## src/logic/trip_regs.svh

```systemverilog
`ifndef TRIP_REGS_SVH
`define TRIP_REGS_SVH
// How it works
// - each external trip reaches the units direct, double-synchronized, or synchronized plus filtered.
// - the filtered path counts six bus clock cycles before passing a level.
// - after reset all three external trips use the direct asynchronous path.
// - route select is three bits: 001 direct, 010 synchronized, 100 filtered.
// - routes a and b at bits 18:16, 26:24; route c at 2:0 next register.
// - per unit select 001 inverts OR of errors, 010 encoder one, 100 encoder two.
// - units one to four at 2:0..26:24; five to seven at 2:0..18:16 next.
// - clock-fault trip asserts whenever oscillator failure or loop slip is detected.
// - clock-fault trip follows sticky status levels, staying asserted until software clears them.
// - enabled debug trip asserts while the processor is halted by the emulator.

`define TRIP_ROUTE_LO_OFFSET   6'h00
`define TRIP_ROUTE_HI_OFFSET   6'h01
`define ENC_SEL_LO_OFFSET      6'h02
`define ENC_SEL_HI_OFFSET      6'h03
`define DEBUG_ENABLE_OFFSET    6'h04
`define TRIP_STATUS_OFFSET     6'h05

`define ROUTE_A_LSB            16
`define ROUTE_B_LSB            24
`define ROUTE_C_LSB            0
`define ENC_FIELD_STRIDE       8
`define ENC_UNITS_LO           4
`define STATUS_EXT_LSB         0
`define STATUS_ENC_LSB         4
`define STATUS_CLK_LSB         12
`define STATUS_DBG_LSB         16
`define STATUS_SYNC_LSB        24

`define SEL_ASYNC              3'h1
`define SEL_SYNC               3'h2
`define SEL_FILTERED           3'h4
`define ENC_SEL_EITHER         3'h1
`define ENC_SEL_ONE            3'h2
`define ENC_SEL_TWO            3'h4

`define ROUTE_RESET            3'h1
`define ENC_SEL_RESET          3'h1
`define DEBUG_ENABLE_RESET     7'h00
`define TRIP_FILTER_CYCLES     6
`endif

```

## src/logic/trip_pkg.sv

```systemverilog
package trip_pkg;

   // all trips are active low, high means no trip
   typedef struct packed {
      logic [6:0] dbg_n;
      logic       clk_n;
      logic [6:0] enc_n;
      logic [2:0] ext_n;
   } trip_bus_type;

   typedef struct packed {
      logic [6:0]      dbg_en;
      logic [6:0][2:0] enc_sel;
      logic [2:0][2:0] route;
   } trip_cfg_type;

   typedef struct packed {
      logic        ack;
      logic [31:0] dat;
   } wb_rsp_type;

   typedef struct packed {
      trip_cfg_type cfg;
      wb_rsp_type   rsp;
      logic         clk_n;
      logic [6:0]   dbg_n;
   } routing_state_type;

   typedef struct packed {
      logic trip_n;
   } enc_mux_state_type;

endpackage : trip_pkg

```

## src/logic/trip_sync_filter.sv

```systemverilog
`include "trip_regs.svh"

module trip_sync_filter #(
   parameter int FILTER_CYCLES = `TRIP_FILTER_CYCLES
) (
   input  wire logic clk_i,
   input  wire logic resetn_i,
   input  wire logic pin_n_i,
   output logic      sync_n_o,
   output logic      filt_n_o
);
   localparam int CW = $clog2(FILTER_CYCLES + 1);

   typedef struct packed {
      logic          meta_n;
      logic          sync_n;
      logic          filt_n;
      logic [CW-1:0] cnt;
   } filter_state_type;

   filter_state_type st;
   filter_state_type next_st;

   always_comb begin
      next_st        = st;
      next_st.meta_n = pin_n_i;
      next_st.sync_n = st.meta_n;
      if (st.sync_n == st.filt_n) begin
         next_st.cnt = '0;
      end else if (st.cnt == CW'(FILTER_CYCLES - 1)) begin
         next_st.filt_n = st.sync_n;
         next_st.cnt    = '0;
      end else begin
         next_st.cnt = st.cnt + CW'(1);
      end
   end

   always_ff @(posedge clk_i or negedge resetn_i) begin
      if (!resetn_i) begin
         st <= '{meta_n: 1'b1, sync_n: 1'b1, filt_n: 1'b1, cnt: '0};
      end else begin
         st <= next_st;
      end
   end

   assign sync_n_o = st.sync_n;
   assign filt_n_o = st.filt_n;

endmodule : trip_sync_filter

```

## src/logic/encoder_trip_mux.sv

```systemverilog
`include "trip_regs.svh"

module encoder_trip_mux (
   input  wire logic       clk_i,
   input  wire logic       resetn_i,
   input  wire logic [2:0] sel_i,
   input  wire logic [1:0] encoder_phase_error_i,
   output logic            trip_n_o
);
   import trip_pkg::*;

   enc_mux_state_type st;
   enc_mux_state_type next_st;

   always_comb begin
      next_st = st;
      unique case (sel_i)
         `ENC_SEL_EITHER: next_st.trip_n = ~(encoder_phase_error_i[0] | encoder_phase_error_i[1]);
         `ENC_SEL_ONE:    next_st.trip_n = ~encoder_phase_error_i[0];
         `ENC_SEL_TWO:    next_st.trip_n = ~encoder_phase_error_i[1];
         default:         next_st.trip_n = 1'b1;
      endcase
   end

   always_ff @(posedge clk_i or negedge resetn_i) begin
      if (!resetn_i) begin
         st <= '{trip_n: 1'b1};
      end else begin
         st <= next_st;
      end
   end

   assign trip_n_o = st.trip_n;

endmodule : encoder_trip_mux

```

## src/logic/pwm_trip_input_routing.sv

```systemverilog
// Added by the designer: the address map and the Wishbone interface to the registers.
`include "trip_regs.svh"

module pwm_trip_input_routing #(
   parameter int FILTER_CYCLES = `TRIP_FILTER_CYCLES
) (
   input  wire logic                  clk_i,
   input  wire logic                  resetn_i,
   input  wire logic                  wb_cyc_i,
   input  wire logic                  wb_stb_i,
   input  wire logic                  wb_we_i,
   input  wire logic [7:0]            wb_adr_i,
   input  wire logic [3:0]            wb_sel_i,
   input  wire logic [31:0]           wb_dat_i,
   output logic      [31:0]           wb_dat_o,
   output logic                       wb_ack_o,
   input  wire logic [2:0]            ext_trip_n_i,
   input  wire logic [1:0]            encoder_phase_error_i,
   input  wire logic                  osc_fail_i,
   input  wire logic                  pll_slip_i,
   input  wire logic                  cpu_debug_halt_i,
   output trip_pkg::trip_bus_type     trips_o
);
   import trip_pkg::*;

   localparam int UNITS = 7;
   localparam int EXTS  = 3;

   routing_state_type st;
   routing_state_type next_st;

   logic [EXTS-1:0]  sync_n;
   logic [EXTS-1:0]  filt_n;
   logic [UNITS-1:0] enc_trip_n;
   logic [EXTS-1:0]  ext_out_n;
   logic             bus_req;
   logic [5:0]       word_index;

   // conditioning of the external trip pins
   for (genvar e = 0; e < EXTS; e++) begin : g_ext
      trip_sync_filter #(
         .FILTER_CYCLES (FILTER_CYCLES)
      ) u_filter (
         .clk_i    (clk_i),
         .resetn_i (resetn_i),
         .pin_n_i  (ext_trip_n_i[e]),
         .sync_n_o (sync_n[e]),
         .filt_n_o (filt_n[e])
      );
   end

   // encoder fault trip per unit
   for (genvar u = 0; u < UNITS; u++) begin : g_enc
      encoder_trip_mux u_mux (
         .clk_i                 (clk_i),
         .resetn_i              (resetn_i),
         .sel_i                 (st.cfg.enc_sel[u]),
         .encoder_phase_error_i (encoder_phase_error_i),
         .trip_n_o              (enc_trip_n[u])
      );
   end

   // helpers
   function automatic logic ext_route(input logic [2:0] sel,
                                      input logic       pin_n,
                                      input logic       sync_n_v,
                                      input logic       filt_n_v);
      logic r;
      r = 1'b1;
      unique case (sel)
         `SEL_ASYNC:    r = pin_n;
         `SEL_SYNC:     r = sync_n_v;
         `SEL_FILTERED: r = filt_n_v;
         default:       r = 1'b1;
      endcase
      return r;
   endfunction : ext_route

   // one select field always lives inside one byte lane
   function automatic logic [2:0] field_write(input logic [2:0]  old,
                                              input logic [3:0]  sel,
                                              input logic [31:0] dat,
                                              input int          lsb);
      logic [2:0] r;
      r = old;
      if (sel[lsb / 8]) begin
         r = dat[lsb +: 3];
      end
      return r;
   endfunction : field_write

   function automatic logic [31:0] field_place(input logic [2:0] v,
                                               input int         lsb);
      logic [31:0] r;
      r = 32'(v) << lsb;
      return r;
   endfunction : field_place

   function automatic int enc_lsb(input int unit);
      return `ENC_FIELD_STRIDE * (unit % `ENC_UNITS_LO);
   endfunction : enc_lsb

   // selected external path; the direct path is combinational on purpose
   // so a trip still reaches the units with no bus clock edge at all
   always_comb begin
      for (int e = 0; e < EXTS; e++) begin
         ext_out_n[e] = ext_route(st.cfg.route[e], ext_trip_n_i[e], sync_n[e], filt_n[e]);
      end
   end

   assign bus_req    = wb_cyc_i & wb_stb_i;
   assign word_index = wb_adr_i[7:2];

   // register file and trip state
   always_comb begin
      next_st         = st;
      next_st.rsp.ack = bus_req & ~st.rsp.ack;
      next_st.rsp.dat = 32'h0000_0000;

      if (bus_req && !st.rsp.ack && wb_we_i) begin
         unique case (word_index)
            `TRIP_ROUTE_LO_OFFSET: begin
               next_st.cfg.route[0] = field_write(st.cfg.route[0], wb_sel_i, wb_dat_i, `ROUTE_A_LSB);
               next_st.cfg.route[1] = field_write(st.cfg.route[1], wb_sel_i, wb_dat_i, `ROUTE_B_LSB);
            end
            `TRIP_ROUTE_HI_OFFSET: begin
               next_st.cfg.route[2] = field_write(st.cfg.route[2], wb_sel_i, wb_dat_i, `ROUTE_C_LSB);
            end
            `ENC_SEL_LO_OFFSET: begin
               for (int u = 0; u < `ENC_UNITS_LO; u++) begin
                  next_st.cfg.enc_sel[u] = field_write(st.cfg.enc_sel[u], wb_sel_i, wb_dat_i, enc_lsb(u));
               end
            end
            `ENC_SEL_HI_OFFSET: begin
               for (int u = `ENC_UNITS_LO; u < UNITS; u++) begin
                  next_st.cfg.enc_sel[u] = field_write(st.cfg.enc_sel[u], wb_sel_i, wb_dat_i, enc_lsb(u));
               end
            end
            `DEBUG_ENABLE_OFFSET: begin
               if (wb_sel_i[0]) begin
                  next_st.cfg.dbg_en = wb_dat_i[6:0];
               end
            end
            default: begin
               // status and unmapped words ignore writes but still acknowledge
            end
         endcase
      end

      if (bus_req && !st.rsp.ack && !wb_we_i) begin
         unique case (word_index)
            `TRIP_ROUTE_LO_OFFSET: begin
               next_st.rsp.dat = field_place(st.cfg.route[0], `ROUTE_A_LSB)
                               | field_place(st.cfg.route[1], `ROUTE_B_LSB);
            end
            `TRIP_ROUTE_HI_OFFSET: begin
               next_st.rsp.dat = field_place(st.cfg.route[2], `ROUTE_C_LSB);
            end
            `ENC_SEL_LO_OFFSET: begin
               for (int u = 0; u < `ENC_UNITS_LO; u++) begin
                  next_st.rsp.dat = next_st.rsp.dat | field_place(st.cfg.enc_sel[u], enc_lsb(u));
               end
            end
            `ENC_SEL_HI_OFFSET: begin
               for (int u = `ENC_UNITS_LO; u < UNITS; u++) begin
                  next_st.rsp.dat = next_st.rsp.dat | field_place(st.cfg.enc_sel[u], enc_lsb(u));
               end
            end
            `DEBUG_ENABLE_OFFSET: begin
               next_st.rsp.dat = {25'h0000000, st.cfg.dbg_en};
            end
            `TRIP_STATUS_OFFSET: begin
               next_st.rsp.dat = (32'(ext_out_n)  << `STATUS_EXT_LSB)
                               | (32'(enc_trip_n) << `STATUS_ENC_LSB)
                               | (32'(st.clk_n)   << `STATUS_CLK_LSB)
                               | (32'(st.dbg_n)   << `STATUS_DBG_LSB)
                               | (32'(sync_n)     << `STATUS_SYNC_LSB);
            end
            default: begin
               next_st.rsp.dat = 32'h0000_0000;
            end
         endcase
      end

      // the failure flags are sticky upstream, so no latch is kept here
      next_st.clk_n = ~(osc_fail_i | pll_slip_i);

      for (int u = 0; u < UNITS; u++) begin
         next_st.dbg_n[u] = ~(st.cfg.dbg_en[u] & cpu_debug_halt_i);
      end
   end

   always_ff @(posedge clk_i or negedge resetn_i) begin
      if (!resetn_i) begin
         st.cfg.route   <= {EXTS{`ROUTE_RESET}};
         st.cfg.enc_sel <= {UNITS{`ENC_SEL_RESET}};
         st.cfg.dbg_en  <= `DEBUG_ENABLE_RESET;
         st.rsp         <= '0;
         st.clk_n       <= 1'b1;
         st.dbg_n       <= '1;
      end else begin
         st <= next_st;
      end
   end

   // outputs
   assign wb_ack_o      = st.rsp.ack;
   assign wb_dat_o      = st.rsp.dat;
   assign trips_o.ext_n = ext_out_n;
   assign trips_o.enc_n = enc_trip_n;
   assign trips_o.clk_n = st.clk_n;
   assign trips_o.dbg_n = st.dbg_n;

endmodule : pwm_trip_input_routing

```

## config.mk

```make
export PLATFORM = sky130hd
export DESIGN_NAME = pwm_trip_input_routing
export DESIGN_NICKNAME = d
export VERILOG_FILES = /design/src/logic/trip_pkg.sv /design/src/logic/trip_sync_filter.sv /design/src/logic/encoder_trip_mux.sv /design/src/logic/pwm_trip_input_routing.sv
export VERILOG_INCLUDE_DIRS = /design/src /design/src/logic
export SDC_FILE = /design/constraint.sdc
export NUM_CORES = 1
export LEC_CHECK = 0
export BUFFER_PORTS_ARGS = -buffer_cell sky130_fd_sc_hd__buf_4
export CORE_UTILIZATION = 40
export DETAILED_ROUTE_END_ITERATION = 12
export GPL_TIMING_DRIVEN = 1
export PLACE_DENSITY = 0.72
export SETUP_SLACK_MARGIN = 0.05
export SYNTH_ARGS = -nofsm -noshare
export SYNTH_HDL_FRONTEND = slang
export SYNTH_SLANG_ARGS = --single-unit
```

## constraint.sdc

```tcl
create_clock -name clk_i -period 2.2 [get_ports clk_i]
set_input_delay 0.44 -clock clk_i [delete_from_list [all_inputs] [get_ports clk_i]]
set_output_delay 0.44 -clock clk_i [all_outputs]
set_load 0.02 [all_outputs]
```

==> results of run 1 <==
## stage by stage
stage	hold WS, ns	area (sq um)
after floorplan	0.144	4300
after global placement	0.343	4800
after detailed placement	0.345	4800
after CTS	0.165	5020
after global routing	0.155	5030
final	0.182	5030
## cell usage after synthesis
library cell                number  area share, %
sky130_fd_sc_hd__nor3b_1         1           0.18
sky130_fd_sc_hd__and2_1          2           0.29
sky130_fd_sc_hd__o22ai_1         2           0.29
sky130_fd_sc_hd__nor3_4          1           0.38
sky130_fd_sc_hd__or4_4           1           0.26
sky130_fd_sc_hd__clkbuf_1        4           0.35
sky130_fd_sc_hd__a22oi_1        13            2.3
sky130_fd_sc_hd__buf_2           1           0.12
sky130_fd_sc_hd__a21oi_1        11            1.3
sky130_fd_sc_hd__dfrtp_1        59             35
sky130_fd_sc_hd__nand3b_1        3           0.53
sky130_fd_sc_hd__nor4b_1         7            1.4
sky130_fd_sc_hd__dfstp_2        34             21
sky130_fd_sc_hd__nand4_1         1           0.15
sky130_fd_sc_hd__and3_1          9            1.3
sky130_fd_sc_hd__nor2_1         24            2.1
sky130_fd_sc_hd__a222oi_1        9            2.1
sky130_fd_sc_hd__nand2b_1        3           0.44
sky130_fd_sc_hd__nor2b_1        15            2.2
sky130_fd_sc_hd__xor2_1          7            1.4
sky130_fd_sc_hd__conb_1          1          0.088
sky130_fd_sc_hd__xnor2_1         3           0.62
sky130_fd_sc_hd__nor3_1          4           0.47
sky130_fd_sc_hd__nor3b_4         1           0.44
sky130_fd_sc_hd__a2bb2oi_1       7            1.4
sky130_fd_sc_hd__nand3_1         5           0.59
sky130_fd_sc_hd__nand2_1        26            2.3
sky130_fd_sc_hd__mux2_2         40             11
sky130_fd_sc_hd__a2111o_1        1           0.26
sky130_fd_sc_hd__buf_4          49            8.6
sky130_fd_sc_hd__or3b_2          2           0.41
sky130_fd_sc_hd__mux2i_1         5            1.2
sky130_fd_sc_hd__and4b_1         1           0.23
## kinds of logic (layout without fill, tap and decap cells)
group,after synthesis,count (layout),share of synthesized area (%)
buffers and inverters,54,111,9.10
flip-flops,93,93,55.6
AO/OA/AOI/OAI,43,43,7.69
AND/OR/NAND/NOR,106,106,13.7
other,1,10,0.0880
multiplexers,45,45,11.7
XOR/XNOR,10,10,2.05
## layer usage
metal  share of wire (%)  vias up
li1                    -     1320
met1                  43     1458
met2                  49      104
met3                 5.1       21
met4                 2.9        0
met5                   0        -
## cells in the final DEF, fill, tap and decap left out, types with 4 or more instances in the layout
cell	n
sky130_fd_sc_hd__nor3_1	4
sky130_fd_sc_hd__a21oi_1	10
sky130_fd_sc_hd__dfrtp_1	59
sky130_fd_sc_hd__clkinvlp_4	4
sky130_fd_sc_hd__a2bb2oi_1	7
sky130_fd_sc_hd__nand2_1	26
sky130_fd_sc_hd__a222oi_1	9
sky130_fd_sc_hd__xor2_1	7
sky130_fd_sc_hd__mux2_2	40
sky130_fd_sc_hd__a22oi_1	13
sky130_fd_sc_hd__nor2b_1	15
sky130_fd_sc_hd__nor2_1	24
sky130_fd_sc_hd__nor4b_1	7
sky130_fd_sc_hd__mux2i_1	5
sky130_fd_sc_hd__and3_1	9
sky130_fd_sc_hd__clkbuf_8	9
sky130_fd_sc_hd__buf_4	92
sky130_fd_sc_hd__nand3_1	5
sky130_fd_sc_hd__conb_1	10
sky130_fd_sc_hd__dfstp_2	34
## power by group
part	internal [mW]	leakage (nW)	switching [mW]
logic	0.212	1.10	0.213
registers	1.86	1.17	0.118
clock network	0.523	0.0845	0.599
total	2.59	2.35	0.930
## worst max path at each step
| stage | startpoint | to | slack [ns] | cells after the start |
|---|---|---|---|---|
| 5_1_grt | st[47] | trips_o[2] | 0.02 | 5 |
| 4_1_cts | st[47] | trips_o[2] | 0.08 | 5 |
| 2_1_floorplan | wb_adr_i[4] | st[54] | 0.20 | 5 |
| 3_5_place_dp | wb_adr_i[5] | st[54] | 0.08 | 6 |
| 6_report | st[47] | trips_o[2] | 0.09 | 5 |
| 3_3_place_gp | wb_adr_i[5] | st[54] | 0.11 | 6 |
## area by class of cell
| class | count | area, sq um |
|---|---|---|
| well taps | 136 | 170 |
| flip-flops and latches | 93 | 2370 |
| repair buffers | 95 | 741 |
| clock buffers | 10 | 128 |
| fillers | 939 | 5300 |
| multi-input cells | 214 | 1560 |
| clock inverters | 6 | 65.1 |
## state kept, by name, indices dropped and copies added (netlist names)
register and flops:
g_enc.u_mux.trip_n_o 7, g_ext.u_filter.filt_n_o 3, g_ext.u_filter.next_st 3, g_ext.u_filter.st 9, g_ext.u_filter.sync_n_o 3, st 37
trips_o 8, wb_ack_o 1, wb_dat_o 22
## what timing repair did
action,4_1_cts,5_1_grt
setup endpoints to repair,1,1
pin swaps,1,0
buffers inserted,1,0
hold buffers,1,0
hold endpoints to repair,13,0
resized for setup,3,1
## critical path, delay by kind of cell, from the launching register on
family                 cells  cell delay, ns
AND/OR/NAND/NOR            2            0.46
flip-flops                 1            0.38
AO/OA/AOI/OAI              1            0.15
buffers and inverters      2            0.31
==> impl_results.md, run 1 <==
* Result of the run: finished, final reports clean
* Synth Instances at 352
* Overall Power at 3.52 mW
* Setup TNS at 0 ns
* Destination of the worst hold path: trips_o[10]
* DIE HEIGHT at 105 um
* Count of endpoints failing setup in the final report at 0
* Power per unit of standard cell area at 701 nW/um^2
* Die area at 11100 sq um
* Number of failing hold endpoints at the final stage at 0
* Yosys warns at 0
* Buffer depth of the longest clock path at 2
* Cell depth of the worst min-delay path at 2
* Gp weighted congestion at 0.812
* IR Drop Worst-Case VDD at 0.000339 V
* Syn-to-layout area delta at 18.0%
* Critical path class: register to output port
* DR vias/cell at 5.24
* Total Nets Final at 470
* # clock sinks at 93
* Worst R2R Start: wb_ack_o
* Post-route antenna net violation count at 0
* Total detailed-routing wirelength at 9310 um
* Total congestion overflow after global routing at 0
* Clock input transition at the sequential cells of the worst setup and hold paths at 0.09 ns
* Setup crit end kind: output port
* Part of the cycle the worst path needs at 95.8%
* Fraction of met3 tracks used by global routing at 4.58%
* Largest net degree at the start of global routing at 74
* Cell breakdown of the critical path: buf_4 > or3b_4 > a21oi_4 > nor2_1 > buf_4
* Fraction of layout cells with a size suffix above 1 at 45.2%
* Global-route usage over all layers at 18.3%
* Max-cap violations at 0
* Placeable Area at 10300 sq um
* CTS Root Buffer Type: sky130_fd_sc_hd__clkbuf_8
* Setup slack after layout at 0.0935 ns
* Area of the mapped netlist at 4260 sq um
* Number of antenna violations at the first check in global routing at 0
* HPWL after DPL at 6840 um
* Worst EP required at 1.76 ns
* Initial drt markers at 221
* Horizontal die dimension at 105 um
* Detailed-routing iteration count for the pre-antenna-repair pass at 5
* CP arrival at 1.67 ns
* Min Tclk post-route at 2.11 ns
* CP Max Fanout at 4
* Worst Reg-to-Reg Cells at 4
* Path class of the lowest-slack min-delay path: input port to register
* GR met2 Demand/Resource at 29.7%
* Count of H-tree levels built during CTS at 3
* Final standard cell utilization of the core at 48.7%
* Post-Route Skew at 0.00812 ns
* Setup repair after global routing missed its margin: true
* Startpoint class of the critical path: register
* Total via count after detailed routing at 2903
* Clk_lat worst skew at 0.37 ns
* Startpoint of the tightest hold check path: osc_fail_i
* Vias in the first global route at 3025
* Number of rows created at floorplan at 37
* CTS tree: built
* Least-Margin Pin Slew at 0.518 ns
* Starting density of the core at 41.3%
* Worst slack at placement at 0.0795 ns
* Critical-path cell with the highest stage delay: sky130_fd_sc_hd__or3b_4
* Remaining routing DRC violations at 0
* Worst-case headroom to the max-slew limit at 65.5%
* Number of placed cells counting well taps at 536
* Routing usage on met1 at 22.8%
* Post-synthesis area per instance at 12.1 sq um
* Flop and latch count out of synthesis at 93
* Biggest cell delay along the critical path at 0.40 ns
* Number of buffers created by CTS at 9
* Number of ports placed on the die boundary at 108
* Per-cell routed wire length at 16.8 um
* Crit Reg-Reg Endpoint: st[49]
* Pins Over Slew Limit at 0
* Busiest grt layer: met2
* Most Frequent Cell on Critical Path: sky130_fd_sc_hd__buf_4
* Port Buffer Count at 79
* Count of unique library cells instantiated by Yosys at 33
* Number of antenna repair diodes at 0
* Leakage power figure at 2.35 nW
* Wire length of the first global-routing pass at 15200 um
* Sequential fraction of the synthesis area at 55.6%
* Achievable Freq at 475 MHz
* Reg2reg setup slack at 0.37 ns
* Final std cells w/o fill at 554
(Power assumes the default switching activity.)
==> run 2: changes to the inputs <==
ABC_AREA = 1   (was not set)
CTS_CLUSTER_DIAMETER = 40   (was not set)
HOLD_SLACK_MARGIN = 0.12   (was not set)
==> run 2 against run 1 <==
  * The flow now finishes with violations (design-rule violations)
  * Cell count is 29% higher
  * Highest routed layer unchanged
  * Critical path depth is 1 lower
  * Area after synthesis is 4.1% higher
  * Register-to-register slack better by 0.24 ns
  * Setup slack better by 0.13 ns
  * Sequential power hardly changed
  * Combinational power is 4% higher
  * Die area is 4.0% higher
  * Via count is 18% higher
==> impl_results.md, run 2 <==
* Result of the run: complete, but fails checks
* Failing checks: design-rule violations
* Worst Reg-to-Reg Cells at 6
* Horizontal die dimension at 107 um
* Number of failing hold endpoints at the final stage at 0
* Placeable Area at 10800 sq um
* Reg2reg setup slack at 0.61 ns
* IR Drop Worst-Case VDD at 0.000304 V
* DIE HEIGHT at 107 um
* Worst EP required at 1.76 ns
* Critical path endpoint: trips_o[0]
* Part of the cycle the worst path needs at 89.9%
* Cell with the most instances after synthesis: sky130_fd_sc_hd__nand2_1
* Number of antenna violations at the first check in global routing at 0
* Remaining routing DRC violations at 1
* Count of unique library cells instantiated by Yosys at 32
* Wire length of the first global-routing pass at 15600 um
* Met2 Wirelength at 4740 um
* Path class of the lowest-slack min-delay path: input port to register
* Number of rows created at floorplan at 38
* Number of antenna repair diodes at 0
* Clock input transition at the sequential cells of the worst setup and hold paths at 0.09 ns
* Wire length on met1 at 4140 um
* Total detailed-routing wirelength at 9620 um
* Min Tclk post-route at 1.98 ns
* Crit Reg-Reg Endpoint: st[73]
* Number of buffers created by CTS at 9
* Gp weighted congestion at 0.860
* Dominant register cell in the synthesized netlist: sky130_fd_sc_hd__dfrtp_1
* Number of ports placed on the die boundary at 108
* Largest net degree at the start of global routing at 44
* Fraction of registers with async set or reset after synthesis at 100%
* Global-route usage over all layers at 17.8%
* Least-Margin Pin Slew at 0.498 ns
* DR vias/cell at 4.79
* Worst-case headroom to the max-slew limit at 66.7%
* CP Max Fanout at 4
* Fraction of layout cells with a size suffix above 1 at 25.9%
* Setup repair after global routing missed its margin: false
* Pins Over Slew Limit at 0
* Leakage power figure at 2.45 nW
* Area share of fa/ha/maj cells after synthesis at 0%
* Synth Instances at 515
* Number of flip-flops under the largest register name at 37
* Buffer depth of the longest clock path at 2
* Starting density of the core at 40.9%
* Power per unit of standard cell area at 726 nW/um^2
* Syn-to-layout area delta at 16.3%
* Mux contribution to synthesized area at 0.677%
* CTS Root Buffer Type: sky130_fd_sc_hd__clkbuf_8
* CTS tree: built
* Top library cells by usage in the layout, fill and taps aside: sky130_fd_sc_hd__nand2_1, sky130_fd_sc_hd__buf_4, sky130_fd_sc_hd__nor2_1, sky130_fd_sc_hd__dfrtp_1, sky130_fd_sc_hd__inv_1
* CP arrival at 1.54 ns
* Register with the highest flop count: st
* Setup crit end kind: output port
* HPWL after DPL at 7300 um
* Total Nets Final at 627
* Worst R2R Start: wb_ack_o
* Achievable Freq at 506 MHz
* Per-cell routed wire length at 13.5 um
* Critical path class: register to output port
* Setup crit start: st[41]
* # clock sinks at 93
* Port Buffer Count at 79
* EDFF count, synth at 0
* Startpoint class of the critical path: register
* Met3 routed wirelength at 595 um
* Most used standard cells in the synthesized netlist: sky130_fd_sc_hd__nand2_1, sky130_fd_sc_hd__nor2_1, sky130_fd_sc_hd__dfrtp_1
* Initial drt markers at 220
* Yosys warns at 0
* Top cells by area in the synthesized netlist: sky130_fd_sc_hd__dfrtp_1, sky130_fd_sc_hd__dfstp_2, sky130_fd_sc_hd__nand2_1
* Post-synthesis area per instance at 8.62 sq um
* Sequential fraction of the synthesis area at 53.4%
* Total congestion overflow after global routing at 0
* Detailed-routing iteration count for the pre-antenna-repair pass at 11
* Largest family of logic cells by synthesized area: simple AND/OR/NAND/NOR gates
* Fraction of post-synthesis cell area in the top cell type by area at 33.3%
* Final standard cell utilization of the core at 47.6%
* Total via count after detailed routing at 3423
* Total setup buffers inserted after CTS at 0
* Max-cap violations at 0
* Flop and latch count out of synthesis at 93
* Filler cell count in the final layout at 1024
* Die area at 11500 sq um
* Most common library cell in the layout ignoring fill and taps: sky130_fd_sc_hd__nand2_1
* Post-route antenna net violation count at 0
* Post-Route Skew at 0.00939 ns
* Area of the mapped netlist at 4440 sq um
* Synth Area in XOR/XNOR at 0.592%
* Count of H-tree levels built during CTS at 3
* Setup TNS at 0 ns
* Vias in the first global route at 3226
* Count of endpoints failing setup in the final report at 0
* Clk_lat worst skew at 0.37 ns
* Highest Signal Layer: met4
* Compound-gate portion of the synthesized area at 8.71%
* Basic-gate share of the synthesized area counting and, or, nand and nor cells at 22.6%
* Cell taking the most area after synthesis: sky130_fd_sc_hd__dfrtp_1
-- run 2: worst min-delay path by stage --
stage,depth (start not counted),to,startpoint,slack [ns]
2_1_floorplan,0,g_ext[0].u_filter.st[0],resetn_i,0.14
3_3_place_gp,0,g_ext[0].u_filter.sync_n_o,g_ext[0].u_filter.next_st[4],0.35
3_5_place_dp,0,g_ext[0].u_filter.sync_n_o,g_ext[0].u_filter.next_st[4],0.35
4_1_cts,2,trips_o[10],osc_fail_i,0.18
5_1_grt,1,g_ext[1].u_filter.next_st[4],ext_trip_n_i[1],0.17
6_report,2,trips_o[10],osc_fail_i,0.18
-- run 2: per-stage QoR --
| step | hold WS [ns] | total power [mW] | worst slack [ns] | instances | instance area, sq um |
|---|---|---|---|---|---|
| global route | 0.173 | 3.91 | 0.161 | 715 | 5160 |
| CTS | 0.176 | 3.76 | 0.197 | 715 | 5160 |
| floorplan | 0.144 | 2.26 | 0.588 | 524 | 4470 |
| finish | 0.181 | 3.75 | 0.223 | 715 | 5160 |
| detailed placement | 0.347 | 2.43 | 0.457 | 698 | 4910 |
| global placement | 0.347 | 2.41 | 0.479 | 698 | 4910 |
-- run 2: critical path: stages, from the launching register on --
cell and delay [ns]:
sky130_fd_sc_hd__dfstp_2 0.58, sky130_fd_sc_hd__nor2_1 0.06, sky130_fd_sc_hd__nand3_1 0.08, sky130_fd_sc_hd__a21boi_0 0.26, sky130_fd_sc_hd__buf_4 0.19
-- run 2: metal layers --
metal  vias up  GRT usage, %
met4         0          6.26
li1       1684             -
met1      1608          22.8
met3        13          3.03
met5         -             0
met2       118          30.5
-- run 2: logic make-up (layout without fill, tap and decap cells) --
group | count (synthesis) | count (layout)
other cells | 1 | 10
buf+inv | 112 | 163
flops | 93 | 93
compound gates | 69 | 69
xor+xnor | 3 | 3
mux | 3 | 3
simple gates | 234 | 234
-- run 2: layout make-up --
cell class | count | area, sq um | area share (%)
flip-flops and latches | 93 | 2370 | 45.9
multi-input cells | 319 | 1490 | 28.8
repair buffers | 87 | 668 | 12.9
inverters | 60 | 225 | 4.36
well taps | 140 | 175 | 3.39
clock buffers | 10 | 128 | 2.47
clock inverters | 6 | 111 | 2.16
-- run 2: power breakdown --
group	switching [mW]	internal, mW
Combinational	0.257	0.183
Clock	0.593	0.755
Sequential	0.0996	1.86
-- run 2: timing repair --
action | 4_1_cts | 5_1_grt
gates resized for setup | 0 | 0
hold endpoints to repair | 18 | 0
hold buffers | 1 | 0
==> run 3: changes to the inputs <==
PLACE_DENSITY = not set   (was 0.72)
PLACE_DENSITY_LB_ADDON = 0.25   (was not set)
==> run 3 against run 2 <==
  * Routed wire length increased by 3.6%
  * The run still ends with design-rule violations left
  * Highest routed layer unchanged
  * Final area decreased by 0.73%
  * Combinational power grew 2%
  * Setup slack improved by 0.079 ns
==> impl_results.md, run 3 (synthesis gave the netlist of run 2 again) <==
* Result of the run: complete, but fails checks
* Failing checks: design-rule violations
* Count of H-tree levels built during CTS at 3
* Vias in the first global route at 3308
* Number of flip-flops under the largest register name at 37
* Setup TNS at 0 ns
* Fraction of layout cells with a size suffix above 1 at 25.5%
* Number of rows created at floorplan at 38
* Worst EP required at 1.76 ns
* Least-Margin Pin Slew at 0.575 ns
* Remaining routing DRC violations at 1
* Total via count after detailed routing at 3375
* Achievable Freq at 527 MHz
* Clk_lat worst skew at 0.36 ns
* Max-cap violations at 0
* Post-route antenna net violation count at 0
* Number of ports placed on the die boundary at 108
* Die area at 11500 sq um
* Number of failing hold endpoints at the final stage at 0
* Worst-case headroom to the max-slew limit at 61.5%
* Register with the highest flop count: st
* DR vias/cell at 4.71
* DIE HEIGHT at 107 um
* Leakage power figure at 2.44 nW
* Total Nets Final at 629
* Horizontal die dimension at 107 um
* Count of endpoints failing setup in the final report at 0
* Total setup buffers inserted after CTS at 0
* Buffer depth of the longest clock path at 2
* Critical path class: register to output port
* Largest net degree at the start of global routing at 39
* Post-Route Skew at 0.00813 ns
* Syn-to-layout area delta at 15.5%
* Setup crit end kind: output port
* Setup repair after global routing missed its margin: false
* CTS tree: built
* Number of antenna violations at the first check in global routing at 0
* Area of all placed cells without fillers at 5120 sq um
* Wire length of the first global-routing pass at 16100 um
* Total congestion overflow after global routing at 0
* Post-Place Cell Area at 4930 sq um
* Initial drt markers at 153
* Port Buffer Count at 79
* HPWL after DPL at 7470 um
* CTS Root Buffer Type: sky130_fd_sc_hd__clkbuf_8
* Most common library cell in the layout ignoring fill and taps: sky130_fd_sc_hd__nand2_1
* Detailed-routing iteration count for the pre-antenna-repair pass at 8
* Part of the cycle the worst path needs at 86.3%
* Global-route usage over all layers at 18.6%
* IR Drop Worst-Case VDD at 0.000318 V
* Starting density of the core at 40.9%
* Total detailed-routing wirelength at 9960 um
* Power per unit of standard cell area at 692 nW/um^2
* Startpoint class of the critical path: register
* Gp weighted congestion at 0.844
* Clock input transition at the sequential cells of the worst setup and hold paths at 0.09 ns
* Min Tclk post-route at 1.90 ns
* Path class of the lowest-slack min-delay path: input port to register
* Number of antenna repair diodes at 0
* Per-cell routed wire length at 13.9 um
* Top library cells by usage in the layout, fill and taps aside: sky130_fd_sc_hd__nand2_1, sky130_fd_sc_hd__buf_4, sky130_fd_sc_hd__nor2_1, sky130_fd_sc_hd__dfrtp_1, sky130_fd_sc_hd__inv_1
* CP Max Fanout at 4
* Placeable Area at 10800 sq um
* # clock sinks at 93
* Pins Over Slew Limit at 0
* CP arrival at 1.46 ns
* Number of buffers created by CTS at 9
-- run 3: cell types whose count changed in the layout (fill, tap and decap cells not counted), sizes merged --
cell and delta:
buf +2, clkinv -2, bufinv -2, clkbuf +5
clkinvlp -1
-- run 3: where the power goes --
group	switching, mW	total, mW	internal (mW)
combinational	0.263	0.447	0.184
sequential	0.102	1.96	1.86
clock	0.573	1.13	0.561
total	0.938	3.54	2.61
-- run 3: routing by layer --
layer  up-vias  share of wire [%]  wire (um)  track usage (%)
met3        11                4.7        465             3.93
met4         0                1.5        150             7.24
met5         -                  0          0                0
met2        79                 49       4920             30.8
li1       1689                  -          -                -
met1      1596                 44       4430             23.6
-- run 3: path summary, 6_finish.rpt --
path	from	end	slack [ns]	depth (start not counted)
max	st[41]	trips_o[0]	0.30	4
min	ext_trip_n_i[1]	g_ext[1].u_filter.next_st[4]	0.18	1
max reg2reg	wb_ack_o	st[73]	0.63	6
min reg2reg	g_ext[0].u_filter.next_st[4]	g_ext[0].u_filter.sync_n_o	0.36	0
max in group asynchronous	resetn_i	st[53]	0.97	3
min in group asynchronous	resetn_i	g_ext[1].u_filter.st[0]	0.57	2
-- run 3: repair_timing --
action / CTS / global route
hold buffers: 1 / 0
resized for setup: 0 / 0
endpoints found under the hold margin: 25 / 0
-- run 3: area by class of cell --
| class | count | area [sq um] |
|---|---|---|
| Tap cell | 140 | 175 |
| Clock inverter | 1 | 30.0 |
| Timing Repair Buffer | 89 | 683 |
| Fill cell | 1061 | 5720 |
| Multi-Input combinational cell | 319 | 1490 |
| Sequential cell | 93 | 2370 |
| Inverter | 60 | 225 |
| Clock buffer | 15 | 156 |
-- run 3: worst max-delay path: stages (launching register included) --
cell and delay (ns):
sky130_fd_sc_hd__dfstp_2 0.57, sky130_fd_sc_hd__nor2_1 0.06, sky130_fd_sc_hd__nand3_1 0.08, sky130_fd_sc_hd__a21boi_0 0.21
sky130_fd_sc_hd__buf_4 0.18
-- run 3: metrics by stage --
stage                     setup slack, ns  power (mW)  utilization (%)  hold WS, ns  std cells
final                               0.302        3.54             47.3        0.180        717
after global routing                0.214        3.72             47.3        0.160        717
after CTS                           0.248        3.58             47.3        0.165        717
after detailed placement            0.358        2.44             45.5        0.348        700
after global placement              0.401        2.42             45.5        0.346        700
after floorplan                     0.588        2.26                -        0.144        524
